File: src/inc/psp_pkg.sv
package psp_pkg;

    // widths
    localparam int AW = 5;
    localparam int DW = 16;
    localparam int SW = 14;
    localparam int PEDAL_W = 12;
    localparam int STEP_W = 6;
    localparam int STEP_LSB = PEDAL_W - STEP_W;
    localparam int N_SECT = 5;
    localparam int N_SS = 5;
    localparam int N_BT = 4;
    localparam int CNT_W = 6;

    // register map (word addresses on the plain port)
    localparam logic [AW-1:0] A_THR0 = 5'h00;
    localparam logic [AW-1:0] A_SPD0 = 5'h05;
    localparam logic [AW-1:0] A_SS_CTL = 5'h0A;
    localparam logic [AW-1:0] A_SS_SPD0 = 5'h0B;
    localparam logic [AW-1:0] A_MAX_SPD = 5'h10;
    localparam logic [AW-1:0] A_BT0 = 5'h11;
    localparam logic [AW-1:0] A_CNT_CFG = 5'h15;
    localparam logic [AW-1:0] A_STATUS = 5'h16;
    localparam logic [AW-1:0] A_CMD = 5'h17;

    // slow-start control fields
    localparam int SS_AFTER_TRIM = 0;
    localparam int SS_AFTER_STOP = 1;
    localparam int SS_USE_PROG = 2;

    // counter configuration fields
    localparam int CNT_COND_LSB = 0;
    localparam int CNT_DOWN_BIT = 2;
    localparam int CNT_NEXT_LSB = 3;
    localparam int CNT_CLR_BIT = 5;

    // status fields
    localparam int ST_STEP_LSB = 0;
    localparam int ST_ACT_BIT = 8;
    localparam int ST_IDX_LSB = 12;

    // reset values, entry 0 is the first section or stitch
    localparam logic [N_SECT-1:0][STEP_W-1:0] THR_RST =
        {6'h3B, 6'h2F, 6'h26, 6'h16, 6'h11};
    localparam logic [N_SECT-1:0][SW-1:0] SPD_RST =
        {14'h26E8, 14'h1568, 14'h0FA0, 14'h0398, 14'h01B8};
    localparam logic [N_SS-1:0][SW-1:0] SS_SPD_RST =
        {14'h0690, 14'h03E8, 14'h0280, 14'h0190, 14'h0190};
    localparam logic [SW-1:0] MAX_SPD_RST = 14'h0BB8;
    localparam logic [N_BT-1:0][3:0] BT_RST = {4'h4, 4'h4, 4'h3, 4'h3};
    localparam logic [3:0] BT_MAX = 4'h9;
    localparam logic [2:0] SS_CTL_RST = 3'h0;
    localparam logic [CNT_W-1:0] CNT_CFG_RST = 6'h00;
    localparam logic [2:0] SS_LAST = 3'h4;

endpackage

File: src/design/psp_profiler.sv
// Summary of operation
// RQ1: pedal stroke quantized to 64 steps; speed derived from current step.
// RQ2: five programmable step thresholds, defaults 17, 22, 38, 47, 59.
// RQ3: five programmable section speeds, defaults 440, 920, 4000, 5480, 9960 rpm.
// RQ4: speed of highest threshold reached; below first threshold speed is zero.
// RQ5: after-trim setting one applies slow start after thread trimming.
// RQ6: after-stop setting one applies slow start when sewing resumes after stop.
// RQ7: both trigger settings zero: slow start never applied.
// RQ8: selection setting one uses programmed per-stitch speeds, else standard ones.
// RQ9: per-stitch slow-start speeds default 400, 400, 640, 1000, 1680 rpm.
// RQ10: first five stitches run at min of slow-start and pedal speed.
// RQ11: every commanded speed clamped to programmable maximum, default 3000 rpm.
// RQ12: four backtack correction values held, only 0 to 9 accepted.
// RQ13: backtack defaults three for start sides, four for end sides.
// RQ14: register and program-unit sides share one backtack copy, always identical.
// RQ15: counter configuration: condition, up/down, next action, auto clear.
`timescale 1ns/100ps
module psp_profiler (
    // clock, reset, enable
    input  wire logic                           ref_clk,
    input  wire logic                           srst,
    input  wire logic                           ce,
    // register port
    input  wire logic [psp_pkg::AW-1:0]         reg_addr,
    input  wire logic [psp_pkg::DW-1:0]         reg_wdata,
    input  wire logic                           reg_wr,
    input  wire logic                           reg_rd,
    output logic      [psp_pkg::DW-1:0]         reg_rdata,
    // pedal and machine events
    input  wire logic [psp_pkg::PEDAL_W-1:0]    pedal_raw,
    input  wire logic                           stitch_pulse,
    input  wire logic                           trim_done,
    input  wire logic                           motor_stopped,
    // program unit backtack port
    input  wire logic                           pu_bt_wr,
    input  wire logic [1:0]                     pu_bt_sel,
    input  wire logic [3:0]                     pu_bt_val,
    output logic      [3:0]                     bt_start_a,
    output logic      [3:0]                     bt_start_b,
    output logic      [3:0]                     bt_end_c,
    output logic      [3:0]                     bt_end_d,
    // counter configuration
    output logic      [1:0]                     cnt_condition,
    output logic                                cnt_down,
    output logic      [1:0]                     cnt_next_action,
    output logic                                cnt_auto_clear,
    // motor command
    output logic      [psp_pkg::SW-1:0]         cmd_speed,
    output logic                                slow_start_active
);

    typedef struct packed {
        logic [psp_pkg::N_SECT-1:0][psp_pkg::STEP_W-1:0] thr;
        logic [psp_pkg::N_SECT-1:0][psp_pkg::SW-1:0]     spd;
        logic [psp_pkg::N_SS-1:0][psp_pkg::SW-1:0]       ss_spd;
        logic [2:0]                                      ss_ctl;
        logic [psp_pkg::SW-1:0]                          max_spd;
        logic [psp_pkg::N_BT-1:0][3:0]                   bt;
        logic [psp_pkg::CNT_W-1:0]                       cnt_cfg;
        logic                                            ss_act;
        logic [2:0]                                      ss_idx;
        logic                                            stop_d;
        logic [psp_pkg::STEP_W-1:0]                      step;
        logic [psp_pkg::SW-1:0]                          cmd;
        logic [psp_pkg::DW-1:0]                          rdata;
    } psp_state_s;

    psp_state_s r;
    psp_state_s next_r;

    function automatic logic [psp_pkg::SW-1:0] psp_min(
        input logic [psp_pkg::SW-1:0] a,
        input logic [psp_pkg::SW-1:0] b
    );
        return (a < b) ? a : b;
    endfunction

    // later sections override earlier ones, so out-of-order thresholds
    // resolve to the highest-numbered section reached; below the first is stop
    function automatic logic [psp_pkg::SW-1:0] psp_pedal_speed(
        input logic [psp_pkg::STEP_W-1:0]                      step,
        input logic [psp_pkg::N_SECT-1:0][psp_pkg::STEP_W-1:0] thr,
        input logic [psp_pkg::N_SECT-1:0][psp_pkg::SW-1:0]     spd
    );
        logic [psp_pkg::SW-1:0] s;
        s = '0;
        for (int i = 0; i < psp_pkg::N_SECT; i++) begin
            if (step >= thr[i]) begin
                s = spd[i];
            end
        end
        if (step < thr[0]) begin
            s = '0;
        end
        return s;
    endfunction

    logic                   arm;
    logic                   ss_enabled;
    logic [psp_pkg::SW-1:0] pedal_spd;
    logic [psp_pkg::SW-1:0] ss_cur;
    logic [psp_pkg::SW-1:0] prof_spd;
    logic [psp_pkg::AW-1:0] rel;

    always_comb begin
        next_r = r;
        rel = '0;
        ss_enabled = r.ss_ctl[psp_pkg::SS_AFTER_TRIM] | r.ss_ctl[psp_pkg::SS_AFTER_STOP];
        arm = (r.ss_ctl[psp_pkg::SS_AFTER_TRIM] & trim_done) // [RQ5]
            | (r.ss_ctl[psp_pkg::SS_AFTER_STOP] & motor_stopped & ~r.stop_d); // [RQ6]

        // speed path works on the registered step, one cycle behind the pedal
        next_r.step = pedal_raw[psp_pkg::PEDAL_W-1:psp_pkg::STEP_LSB]; // [RQ1]
        pedal_spd = psp_pedal_speed(r.step, r.thr, r.spd); // [RQ4]
        ss_cur = r.ss_ctl[psp_pkg::SS_USE_PROG] ? r.ss_spd[r.ss_idx]
                                                : psp_pkg::SS_SPD_RST[r.ss_idx]; // [RQ8]
        prof_spd = r.ss_act ? psp_min(pedal_spd, ss_cur) : pedal_spd; // [RQ10]
        next_r.cmd = psp_min(prof_spd, r.max_spd); // [RQ11]

        // slow-start stitch tracking; a new trigger restarts the profile
        next_r.stop_d = motor_stopped;
        if (!ss_enabled) begin
            next_r.ss_act = 1'b0; // [RQ7]
            next_r.ss_idx = '0;
        end else if (arm) begin
            next_r.ss_act = 1'b1;
            next_r.ss_idx = '0;
        end else if (r.ss_act && stitch_pulse) begin
            if (r.ss_idx == psp_pkg::SS_LAST) begin
                next_r.ss_act = 1'b0; // [RQ10]
                next_r.ss_idx = '0;
            end else begin
                next_r.ss_idx = r.ss_idx + 3'h1;
            end
        end

        // register writes
        if (reg_wr) begin
            if (reg_addr < psp_pkg::A_SPD0) begin
                rel = reg_addr - psp_pkg::A_THR0;
                next_r.thr[rel[2:0]] = reg_wdata[psp_pkg::STEP_W-1:0]; // [RQ2]
            end else if (reg_addr < psp_pkg::A_SS_CTL) begin
                rel = reg_addr - psp_pkg::A_SPD0;
                next_r.spd[rel[2:0]] = reg_wdata[psp_pkg::SW-1:0]; // [RQ3]
            end else if (reg_addr == psp_pkg::A_SS_CTL) begin
                next_r.ss_ctl = reg_wdata[2:0];
            end else if (reg_addr < psp_pkg::A_MAX_SPD) begin
                rel = reg_addr - psp_pkg::A_SS_SPD0;
                next_r.ss_spd[rel[2:0]] = reg_wdata[psp_pkg::SW-1:0]; // [RQ9]
            end else if (reg_addr == psp_pkg::A_MAX_SPD) begin
                next_r.max_spd = reg_wdata[psp_pkg::SW-1:0];
            end else if (reg_addr < psp_pkg::A_CNT_CFG) begin
                rel = reg_addr - psp_pkg::A_BT0;
                if (reg_wdata[3:0] <= psp_pkg::BT_MAX && reg_wdata[15:4] == '0) begin
                    next_r.bt[rel[1:0]] = reg_wdata[3:0]; // [RQ12]
                end
            end else if (reg_addr == psp_pkg::A_CNT_CFG) begin
                next_r.cnt_cfg = reg_wdata[psp_pkg::CNT_W-1:0]; // [RQ15]
            end
        end
        // program unit edits land in the same copy; it wins a same-cycle clash
        if (pu_bt_wr && pu_bt_val <= psp_pkg::BT_MAX) begin
            next_r.bt[pu_bt_sel] = pu_bt_val; // [RQ14]
        end

        // read data lives one cycle only
        next_r.rdata = '0;
        if (reg_rd) begin
            if (reg_addr < psp_pkg::A_SPD0) begin
                rel = reg_addr - psp_pkg::A_THR0;
                next_r.rdata = {10'h000, r.thr[rel[2:0]]};
            end else if (reg_addr < psp_pkg::A_SS_CTL) begin
                rel = reg_addr - psp_pkg::A_SPD0;
                next_r.rdata = {2'h0, r.spd[rel[2:0]]};
            end else if (reg_addr == psp_pkg::A_SS_CTL) begin
                next_r.rdata = {13'h0000, r.ss_ctl};
            end else if (reg_addr < psp_pkg::A_MAX_SPD) begin
                rel = reg_addr - psp_pkg::A_SS_SPD0;
                next_r.rdata = {2'h0, r.ss_spd[rel[2:0]]};
            end else if (reg_addr == psp_pkg::A_MAX_SPD) begin
                next_r.rdata = {2'h0, r.max_spd};
            end else if (reg_addr < psp_pkg::A_CNT_CFG) begin
                rel = reg_addr - psp_pkg::A_BT0;
                next_r.rdata = {12'h000, r.bt[rel[1:0]]}; // [RQ14]
            end else if (reg_addr == psp_pkg::A_CNT_CFG) begin
                next_r.rdata = {10'h000, r.cnt_cfg};
            end else if (reg_addr == psp_pkg::A_STATUS) begin
                next_r.rdata[psp_pkg::ST_STEP_LSB +: psp_pkg::STEP_W] = r.step;
                next_r.rdata[psp_pkg::ST_ACT_BIT] = r.ss_act;
                next_r.rdata[psp_pkg::ST_IDX_LSB +: 3] = r.ss_idx;
            end else if (reg_addr == psp_pkg::A_CMD) begin
                next_r.rdata = {2'h0, r.cmd};
            end
        end
    end

    always_ff @(posedge ref_clk) begin
        if (srst) begin
            r.thr <= psp_pkg::THR_RST; // [RQ2]
            r.spd <= psp_pkg::SPD_RST; // [RQ3]
            r.ss_spd <= psp_pkg::SS_SPD_RST; // [RQ9]
            r.ss_ctl <= psp_pkg::SS_CTL_RST;
            r.max_spd <= psp_pkg::MAX_SPD_RST; // [RQ11]
            r.bt <= psp_pkg::BT_RST; // [RQ13]
            r.cnt_cfg <= psp_pkg::CNT_CFG_RST;
            r.ss_act <= 1'b0;
            r.ss_idx <= '0;
            r.stop_d <= 1'b0;
            r.step <= '0;
            r.cmd <= '0;
            r.rdata <= '0;
        end else if (ce) begin
            r <= next_r;
        end
    end

    assign reg_rdata = r.rdata;
    assign bt_start_a = r.bt[0];
    assign bt_start_b = r.bt[1];
    assign bt_end_c = r.bt[2];
    assign bt_end_d = r.bt[3];
    assign cnt_condition = r.cnt_cfg[psp_pkg::CNT_COND_LSB +: 2];
    assign cnt_down = r.cnt_cfg[psp_pkg::CNT_DOWN_BIT];
    assign cnt_next_action = r.cnt_cfg[psp_pkg::CNT_NEXT_LSB +: 2];
    assign cnt_auto_clear = r.cnt_cfg[psp_pkg::CNT_CLR_BIT];
    assign cmd_speed = r.cmd;
    assign slow_start_active = r.ss_act;
endmodule

File: config.mk
export PLATFORM = sky130hd
export DESIGN_NAME = psp_profiler
export DESIGN_NICKNAME = d
export VERILOG_FILES = /design/src/inc/psp_pkg.sv /design/src/design/psp_profiler.sv
export SDC_FILE = /design/constraint.sdc
export NUM_CORES = 1
export LEC_CHECK = 0
export ABC_AREA = 1
export CAP_MARGIN = 20
export CORE_ASPECT_RATIO = 1.75
export CORE_MARGIN = 1
export CORE_UTILIZATION = 37
export DETAILED_ROUTE_END_ITERATION = 6
export DONT_BUFFER_PORTS = 1
export PLACE_DENSITY = 0.6
export SETUP_SLACK_MARGIN = 0.1
export SLEW_MARGIN = 20
export SYNTH_ARGS = -nofsm -noshare
export SYNTH_HDL_FRONTEND = slang
export SYNTH_SLANG_ARGS = --single-unit
File: constraint.sdc
create_clock -name ref_clk -period 9.55 [get_ports ref_clk]
set_input_delay 1.91 -clock ref_clk [delete_from_list [all_inputs] [get_ports ref_clk]]
set_output_delay 1.91 -clock ref_clk [all_outputs]
set_load 0.005 [all_outputs]
# Word level (Yosys, flattened, before mapping)
# Memory sizes are Yosys's and may differ from the RTL's. A register that Yosys moved wholly into a read port is not among the register bits.
# Index checks and enable logic that the tools add are counted.
[word_totals]
reg_bits = 250
rom_bits = 112
in_bits = 48
out_inout_bits = 53
elab_cells = 164
n_memories = 1
[classes]
addsub = 4
magnitude_cmp = 25
n_eq_ne = 8
mux = 69
bitwise = 12
reduce_logical = 17
[mem_list]
columns = ["name", "depth", "width", "read_ports", "rd_clocked_by_memory_dff", "write_ports", "line", "source"]
rows = [
  ["(name not given)", 8, 14, 1, 1, 0, "psp_profiler.sv:116", ": psp_pkg::SS_SPD_RST[r.ss_idx];"],
]
[ops]
columns = ["operator", "n"]
rows = [
  ["14-bit 2-to-1 mux", 17],
  ["16-bit 2-to-1 mux", 11],
  ["70-bit bitwise mux", 2],
  ["22-bit 2-to-1 mux", 6],
  ["14-bit binary-select mux with 3-bit select", 3],
  ["14-bit demux with 3-bit select", 2],
  ["16-bit bitwise mux", 2],
  ["30-bit bitwise mux", 1],
  ["6-bit greater-or-equal comparator", 5],
  ["6-bit 2-to-1 mux", 5],
  ["14-bit < comparator", 2],
  ["4-bit 2-to-1 mux", 6],
  ["5-bit equality test (second input constant)", 4],
  ["6-bit binary-select mux with 3-bit select", 1],
  ["6-bit demux with 3-bit select", 1],
  ["4-bit demux with 2-bit select", 2],
  ["3-bit by 4-bit < comparator with 1-bit output (second input constant)", 4],
  ["3-bit 2-to-1 mux", 5],
  ["12-bit logical NOT", 1],
  ["5-bit < comparator (second input constant)", 2],
  ["3-bit by 1-bit greater-or-equal comparator with 1-bit output (second input constant)", 3],
  ["9-bit AND reduction", 1],
  ["4-bit binary-select mux with 2-bit select", 1],
  ["4-bit less-or-equal comparator (second input constant)", 2],
  ["other kinds (24)", 46],
]

# Longest topological paths before layout
# Gate-level depths: netlist of run 1.
[logic_depth]
depth_word = 16
ltp_mapped = 39
ltp_nobuf = 36

# Worst setup path before layout of run 1
# No wires, ideal clock.
[synth_path]
kind = "register to register"
start = "register r[35] (netlist name)"
end = "register r (netlist bit cmd_speed[10])"
setup_time_ns = 0.142
t_arrival_ns = 4.800
t_required_ns = 9.408
setup_slack_ns = 4.608
path_stages_with_launch = 34
path_buffers = 3
synth_period_minus_slack_ns = 4.942
path_cell_list = "dfxtp_1 > ha_1 > nand2_1 > inv_2 > nand2_1 > nand2_1 > a21oi_2 > nand2_1 > inv_1 > clkbuf_1 > nand2_1 > a22oi_1 > nand2_1 > nand2_1 > nand3_1 > inv_1 > ha_1 > a21oi_1 > nor2_1 > a2111oi_0 > nand2_2 > nand2_4 > clkbuf_1 > o21ai_0 > inv_1 > ha_1 > a21oi_1 > nor2_1 > a211oi_1 > o221a_2 > clkbuf_1 > nand3_1 > nand3_2 > a21oi_2"
[synth_between]
elab_chain_len = 12
word_cells_on_any_way = 17
cone_classes = "8 x order compare; 9 x mux"
[synth_rtl]
columns = ["item", "line", "source"]
rows = [
  ["start, declared", "psp_profiler.sv:68", "psp_state_s r;"],
  ["start signal, assigned", "psp_profiler.sv:213", "r <= next_r;"],
  ["6-bit greater-or-equal comparator", "psp_profiler.sv:88", "if (step >= thr[i]) begin"],
  ["14-bit 2-to-1 mux (5 in a row)", "psp_profiler.sv:88", ""],
  ["14-bit 2-to-1 mux (*)", "psp_profiler.sv:92", "if (step < thr[0]) begin"],
  ["14-bit < comparator", "psp_profiler.sv:75", "return (a < b) ? a : b;"],
  ["14-bit 2-to-1 mux", "psp_profiler.sv:75", ""],
  ["14-bit 2-to-1 mux (*)", "psp_profiler.sv:117", "prof_spd = r.ss_act ? psp_min(pedal_spd, ss_cur) : pedal_spd;"],
  ["14-bit < comparator", "psp_profiler.sv:75", ""],
  ["14-bit 2-to-1 mux (*)", "psp_profiler.sv:75", ""],
]
# Mark *: on every way between the ends. The rest lies on a longest branch, timed or not.
# A chain may end at the register's enable or synchronous reset.

# Final worst setup path of run 1
[layout_path]
start = "register r[33] (netlist name)"
end = "register r (netlist bit cmd_speed[1])"
# Same word-level chain as after synthesis.

==> results of run 1 <==
[registers in the layout (all words and copies together) (netlist names), named ones only]
register / flops
slow_start_active: 1
cnt_auto_clear: 1
cnt_down: 1
bt_start_a: 4
cnt_condition: 2
r: 197
bt_start_b: 4
reg_rdata: 15
bt_end_c: 4
cmd_speed: 14
cnt_next_action: 2
bt_end_d: 4
[layout make-up]
type                       count  area, sq um  area share, %
tap                          485        606.8          3.942
sequential                   254         5085          33.03
clock inverter                 7        162.7          1.057
timing repair buffer          21        185.2          1.203
clock buffer                  36        706.9          4.592
inverter                     226        850.8          5.527
multi-input combinational   1430         7796          50.65
[layer usage]
| layer | share of wire (%) | wire length [um] |
|---|---|---|
| met2 | 48 | 27850 |
| met4 | 8.9 | 5098 |
| met5 | 0.023 | 13 |
| met1 | 35 | 20440 |
| met3 | 7.3 | 4184 |
[cells in the final DEF (no fill, tap or decap), types with 25 or more instances in the layout]
| cell | instances |
|---|---|
| nand2_1 | 316 |
| a21oi_1 | 283 |
| dfxtp_1 | 254 |
| o21ai_0 | 236 |
| inv_1 | 214 |
| nor2_1 | 156 |
| o211ai_1 | 82 |
| nand3_1 | 64 |
| ha_1 | 64 |
| o22ai_1 | 34 |
| clkbuf_16 | 25 |
[cell families after synthesis]
kind of cell	count (synthesis)	synth area share, %
flops	254	34.86
mux	4	0.2745
other cells	1	0.02571
simple gates	619	18.24
buf+inv	399	11.73
compound gates	741	29.32
fa+ha+maj	64	5.489
xor+xnor	1	0.06005
[power by group]
group / switching [mW] / leakage, nW / internal [mW] / total (mW)
clock network: 0.449 / 0.420 / 0.646 / 1.10
logic: 0.234 / 4.39 / 0.0947 / 0.328
registers: 0.0261 / 2.06 / 1.08 / 1.11
total: 0.709 / 6.86 / 1.82 / 2.53
[worst max-delay path: cells and delay by family (launching register included)]
family          cells  cell delay, ns
buf+inv             3            0.83
fa+ha+maj           3            0.90
simple gates       12            1.89
compound gates      9            2.12
flops               1            0.66
[Yosys cell counts, types with 4 or more instances]
| master | instances |
|---|---|
| nand4_1 | 17 |
| mux2i_1 | 4 |
| a22oi_1 | 13 |
| o41ai_1 | 9 |
| buf_2 | 9 |
| nand3_2 | 11 |
| nand2_1 | 316 |
| nor4_1 | 8 |
| a211oi_1 | 6 |
| clkbuf_1 | 108 |
| clkinv_1 | 6 |
| o21ai_1 | 5 |
| a21oi_1 | 283 |
| o221ai_1 | 19 |
| a31oi_1 | 13 |
| a221oi_1 | 5 |
| or2_2 | 8 |
| buf_4 | 50 |
| nand3_1 | 64 |
| nand2_2 | 15 |
| dfxtp_1 | 254 |
| inv_1 | 215 |
| ha_1 | 64 |
| o211ai_1 | 82 |
| o21ai_0 | 236 |
| o22ai_1 | 34 |
| nor3_1 | 13 |
| buf_1 | 4 |
| inv_2 | 5 |
| nor2_1 | 156 |
| a21oi_2 | 13 |
[metrics by stage]
stage	total power, mW	hold slack (ns)	utilization, %
floorplan	1.355	0.4335	-
global placement	1.443	0.4465	37.47
detailed placement	1.446	0.4535	37.47
CTS	2.527	0.4646	39.72
global route	2.603	0.4931	39.85
finish	2.529	0.4645	39.85
[final timing paths]
check / from / endpoint / slack (ns)
worst min register to register: r[36] / r[36] / 0.46
worst max register to register: r[33] / cmd_speed[1] / 3.04
worst min-delay path: r[36] / r[36] / 0.46
worst max-delay path: r[33] / cmd_speed[1] / 3.04
==> impl_results.md, run 1 <==
* RSZ-0062 raised after global routing: false
* FMAX at 153.7 MHz
* Cells after Synth at 2083
* Post-synth EDFFs at 0
* Initial antenna violation count at 1
* Post-DP Area at 14480 sq um
* FF-to-FF path depth at 27
* First DRT Iteration DRCs at 1475
* Final #Nets at 2070
* CTS tree: built
* Pin count of the biggest net entering global routing at 120
* Setup_tns at 0 ns
* Min Tclk post-route at 6.506 ns
* Fillers at 3997
* Largest stage delay, worst path at 0.66 ns
* Hold buffer count at CTS at 0
* WP data arrival at 6.99 ns
* First-pass GRT wire length at 85.46 mm
* CTS Sinks at 254
* N_diodes at 0
* Post-Place Cells at 2414
* Total Routed Length at 57.59 mm
* Worst slew margin at 23.53%
* Syn Area/Cell at 7.003 sq um
* Via count at 14540
* Finish-stage setup viols at 0
* Drt wl/cell at 23.42 um
* Pwr dens at 164.3 nW/um^2
* Synth top area cells: dfxtp_1 35%, a21oi_1 9.7%, nand2_1 8.1%
* Seq cells post-synth at 254
* Port bufs at 0
* Fin. max-slew vios at 0
* Fin crit share at 68.12%
* Final Instance Area at 15390 sq um
* Post-route ant nets at 0
* Setup bufs post-CTS at 0
* Final Skew at 0.01653 ns
* Max-Cap Viols at 0
* Register area share after synthesis at 34.86%
* Syn nets at 2195
* Root buf cell: clkbuf_16
* Drt via density at 5.914
* Core area at 38630 sq um
* Non-Filler Instances at 2459
* Die Area at 40260 sq um
* Worst Path Required at 10.04 ns
* # resized after CTS at 0
* Die Wd at 152.1 um
* Yosys top cell area share at 34.86%
* Max Root-Sink Buffers at 3
* Asr flop ratio synth at 0%
* Slowest-stage cell, CP: dfxtp_1
* H-tree depth at 1
* Crit Path Category: register to register
* CTS clk-pin slew, worst paths at 0.07 ns
* CP max FO at 27
* Grt met2 use at 48.91%
* Crit. End Element: register
* Layout cells sized above 1 at 6.130%
* # rows at 95
* Status: complete, but fails checks
* Vias in the first global route at 13630
* Worst VDD drop at 0.0001093 V
* Ys flop type: dfxtp_1
* Die height at 264.7 um
* Post-place setup slack at 3.265 ns
* CTS buffer count at 25
* DR DRC count at 32
* Static leakage at 6.862 nW
* GRT Max-Usage Layer: met2
* Pre-antenna DRT Iters at 7
* Hold Path Depth at 2
* Total track usage at 28.19%
* Area growth syn-to-layout at 5.524%
* Setup ws final at 3.044 ns
* I/O Pins at 101
* Worst Hold Class: register to register
* Met3 usage at 4.071%
* Gpl congestion at 0.9896
* Global Route met1 Usage at 30.40%
* Worst setup SP type: register
* Post-DP HPWL at 41.14 mm
* Mapped Area at 14590 sq um
* Tightest Pin Transition at 1.137 ns
* Starting Density at 37.76%
* Synth warn at 0
* Final Hold Fails at 0
* Violated checks: DRC
* Count of distinct cell types in the synthesized netlist at 54
* Gr ovfl total at 0
* Clock Latency Late Sink at 0.55 ns
* Cell taking the most area after synthesis: dfxtp_1
Power figures use the tool's default switching activity.
==> inputs of run 2 (changes only) <==
==> constraint.sdc (replaced) <==
create_clock -name ref_clk -period 6.2 [get_ports ref_clk]
set_input_delay 1.24 -clock ref_clk [delete_from_list [all_inputs] [get_ports ref_clk]]
set_output_delay 1.24 -clock ref_clk [all_outputs]
set_load 0.005 [all_outputs]
==> impl_results.md, run 2 (synthesized netlist as in run 1, its figures left out) <==
* Status: complete, but fails checks
* Violated checks: DRC
* Area growth syn-to-layout at 6.871%
* I/O Pins at 101 (unchanged)
* # resized after CTS at 0 (unchanged)
* Finish-stage setup viols at 0 (unchanged)
* Die height at 264.7 um (unchanged)
* Post-place setup slack at 0.5027 ns (-2.762 ns)
* Core area at 38630 sq um (unchanged)
* Port bufs at 0 (unchanged)
* Slowest-stage cell, CP: dfxtp_1
* Pwr dens at 250.1 nW/um^2 (+52%)
* # rows at 95 (unchanged)
* Core Util, Final at 40.36% (+0.51 points)
* Initial antenna violation count at 1 (unchanged)
* Setup ws final at 0.5473 ns (-2.497 ns)
* Final Hold Fails at 0 (unchanged)
* Post-DP Area at 14670 sq um (+1.3%)
* Max Root-Sink Buffers at 3 (unchanged)
* Final #Nets at 2093 (+1.1%)
* Layout cells sized above 1 at 7.754% (+1.6 points)
* CTS buffer count at 26 (+4.0%)
* Gr ovfl total at 0 (unchanged)
* Drt wl/cell at 23.33 um (-0.37%)
* Worst Path Required at 6.70 ns (-3.34 ns)
* Setup bufs post-CTS at 0 (unchanged)
* WHS at 0.4653 ns (+0.0008020 ns)
* Pin count of the biggest net entering global routing at 118 (-1.7%)
* Via count at 14600 (+0.40%)
* Worst VDD drop at 0.0001776 V (+63%)
* N_diodes at 0 (unchanged)
* Gpl congestion at 1.047 (+5.8%)
* CTS tree: built
* Die Area at 40260 sq um (unchanged)
* Total Routed Length at 57.96 mm (+0.64%)
* Starting Density at 37.76% (unchanged)
* Drt via density at 5.878 (-0.61%)
* Vias in the first global route at 13740 (+0.77%)
* FMAX at 176.9 MHz (+15%)
* Non-Filler Instances at 2484 (+1.0%)
* Worst setup SP type: register
* Hold buffer count at CTS at 0 (unchanged)
* Crit. End Element: register
* Min Tclk post-route at 5.653 ns (-0.8530 ns)
* CP max FO at 25 (-7.4%)
* WP data arrival at 6.15 ns (-0.84 ns)
* Post-Place Cells at 2438 (+0.99%)
* Most common cell after layout, fill and taps aside: nand2_1
* Max-Cap Viols at 0 (unchanged)
* RSZ-0062 raised after global routing: false
* Largest Register: r
* Final Instance Area at 15590 sq um (+1.3%)
* Tot Pwr at 3.899 mW (+54%)
* Clock Latency Late Sink at 0.56 ns (about the same)
* Setup_tns at 0 ns (unchanged)
* H-tree depth at 1 (unchanged)
* Fin crit share at 91.17% (+23 points)
* CTS clk-pin slew, worst paths at 0.06 ns (about the same)
* Largest stage delay, worst path at 0.41 ns (-0.25 ns)
* Final Skew at 0.02425 ns (+0.007717 ns)
* First-pass GRT wire length at 86.25 mm (+0.92%)
* Total track usage at 28.35% (+0.16 points)
* Die Wd at 152.1 um (unchanged)
* Pre-antenna DRT Iters at 7 (unchanged)
* Worst slew margin at 23.49% (-0.039 points)
* Largest register FFs at 197 (unchanged)
* Crit Path Category: register to register
* Commonest non-fill, non-tap cells in the layout: 316 x nand2_1, 283 x a21oi_1, 254 x dfxtp_1
* Static leakage at 6.973 nW (+1.6%)
* DR DRC count at 40 (+25%)
* Tightest Pin Transition at 1.148 ns (+0.01106 ns)
* CTS Sinks at 254 (unchanged)
* Worst Hold Class: register to register
* Root buf cell: clkbuf_16
* Post-DP HPWL at 41.81 mm (+1.6%)
* Fin. max-slew vios at 0 (unchanged)
* First DRT Iteration DRCs at 1408 (-4.5%)
* Post-route ant nets at 0 (unchanged)
==> run 2: cell type report <==
type | count | area [sq um]
clock inverters | 9 | 106.4
flip-flops and latches | 254 | 5085
clock buffers | 37 | 783.3
inverters | 226 | 854.6
multi-input cells | 1430 | 7819
fillers | 3996 | 23040
well taps | 485 | 606.8
repair buffers | 43 | 335.3
==> run 2: worst paths after layout <==
| path | slack (ns) | to | cells after the start | from |
|---|---|---|---|---|
| worst max-delay path | 0.55 | cmd_speed[13] | 33 | r[33] |
| worst min register to register | 0.47 | r[36] | 2 | r[36] |
| worst max register to register | 0.55 | cmd_speed[13] | 33 | r[33] |
| worst min-delay path | 0.47 | r[36] | 2 | r[36] |
==> run 2: report_power, final <==
group | switching (mW) | leakage (nW) | internal, mW
Sequential | 0.0384 | 2.06 | 1.66
Clock | 0.713 | 0.437 | 0.962
Combinational | 0.366 | 4.48 | 0.157
==> run 2: routing by layer <==
metal | vias to the layer above | routed length [um] | GRT usage [%]
li1 | 6901 | - | -
met3 | 235 | 4346 | 4.970
met4 | 2 | 5635 | 25.81
met5 | - | 11 | 0
met2 | 700 | 27360 | 48.11
met1 | 6763 | 20610 | 30.14
==> run 2: critical path, delay by kind of cell (launching register included) <==
family	cells	cell delay, ns
compound gates	10	1.63
fa+ha+maj	3	0.85
buf+inv	4	0.68
flops	1	0.41
simple gates	16	2.02
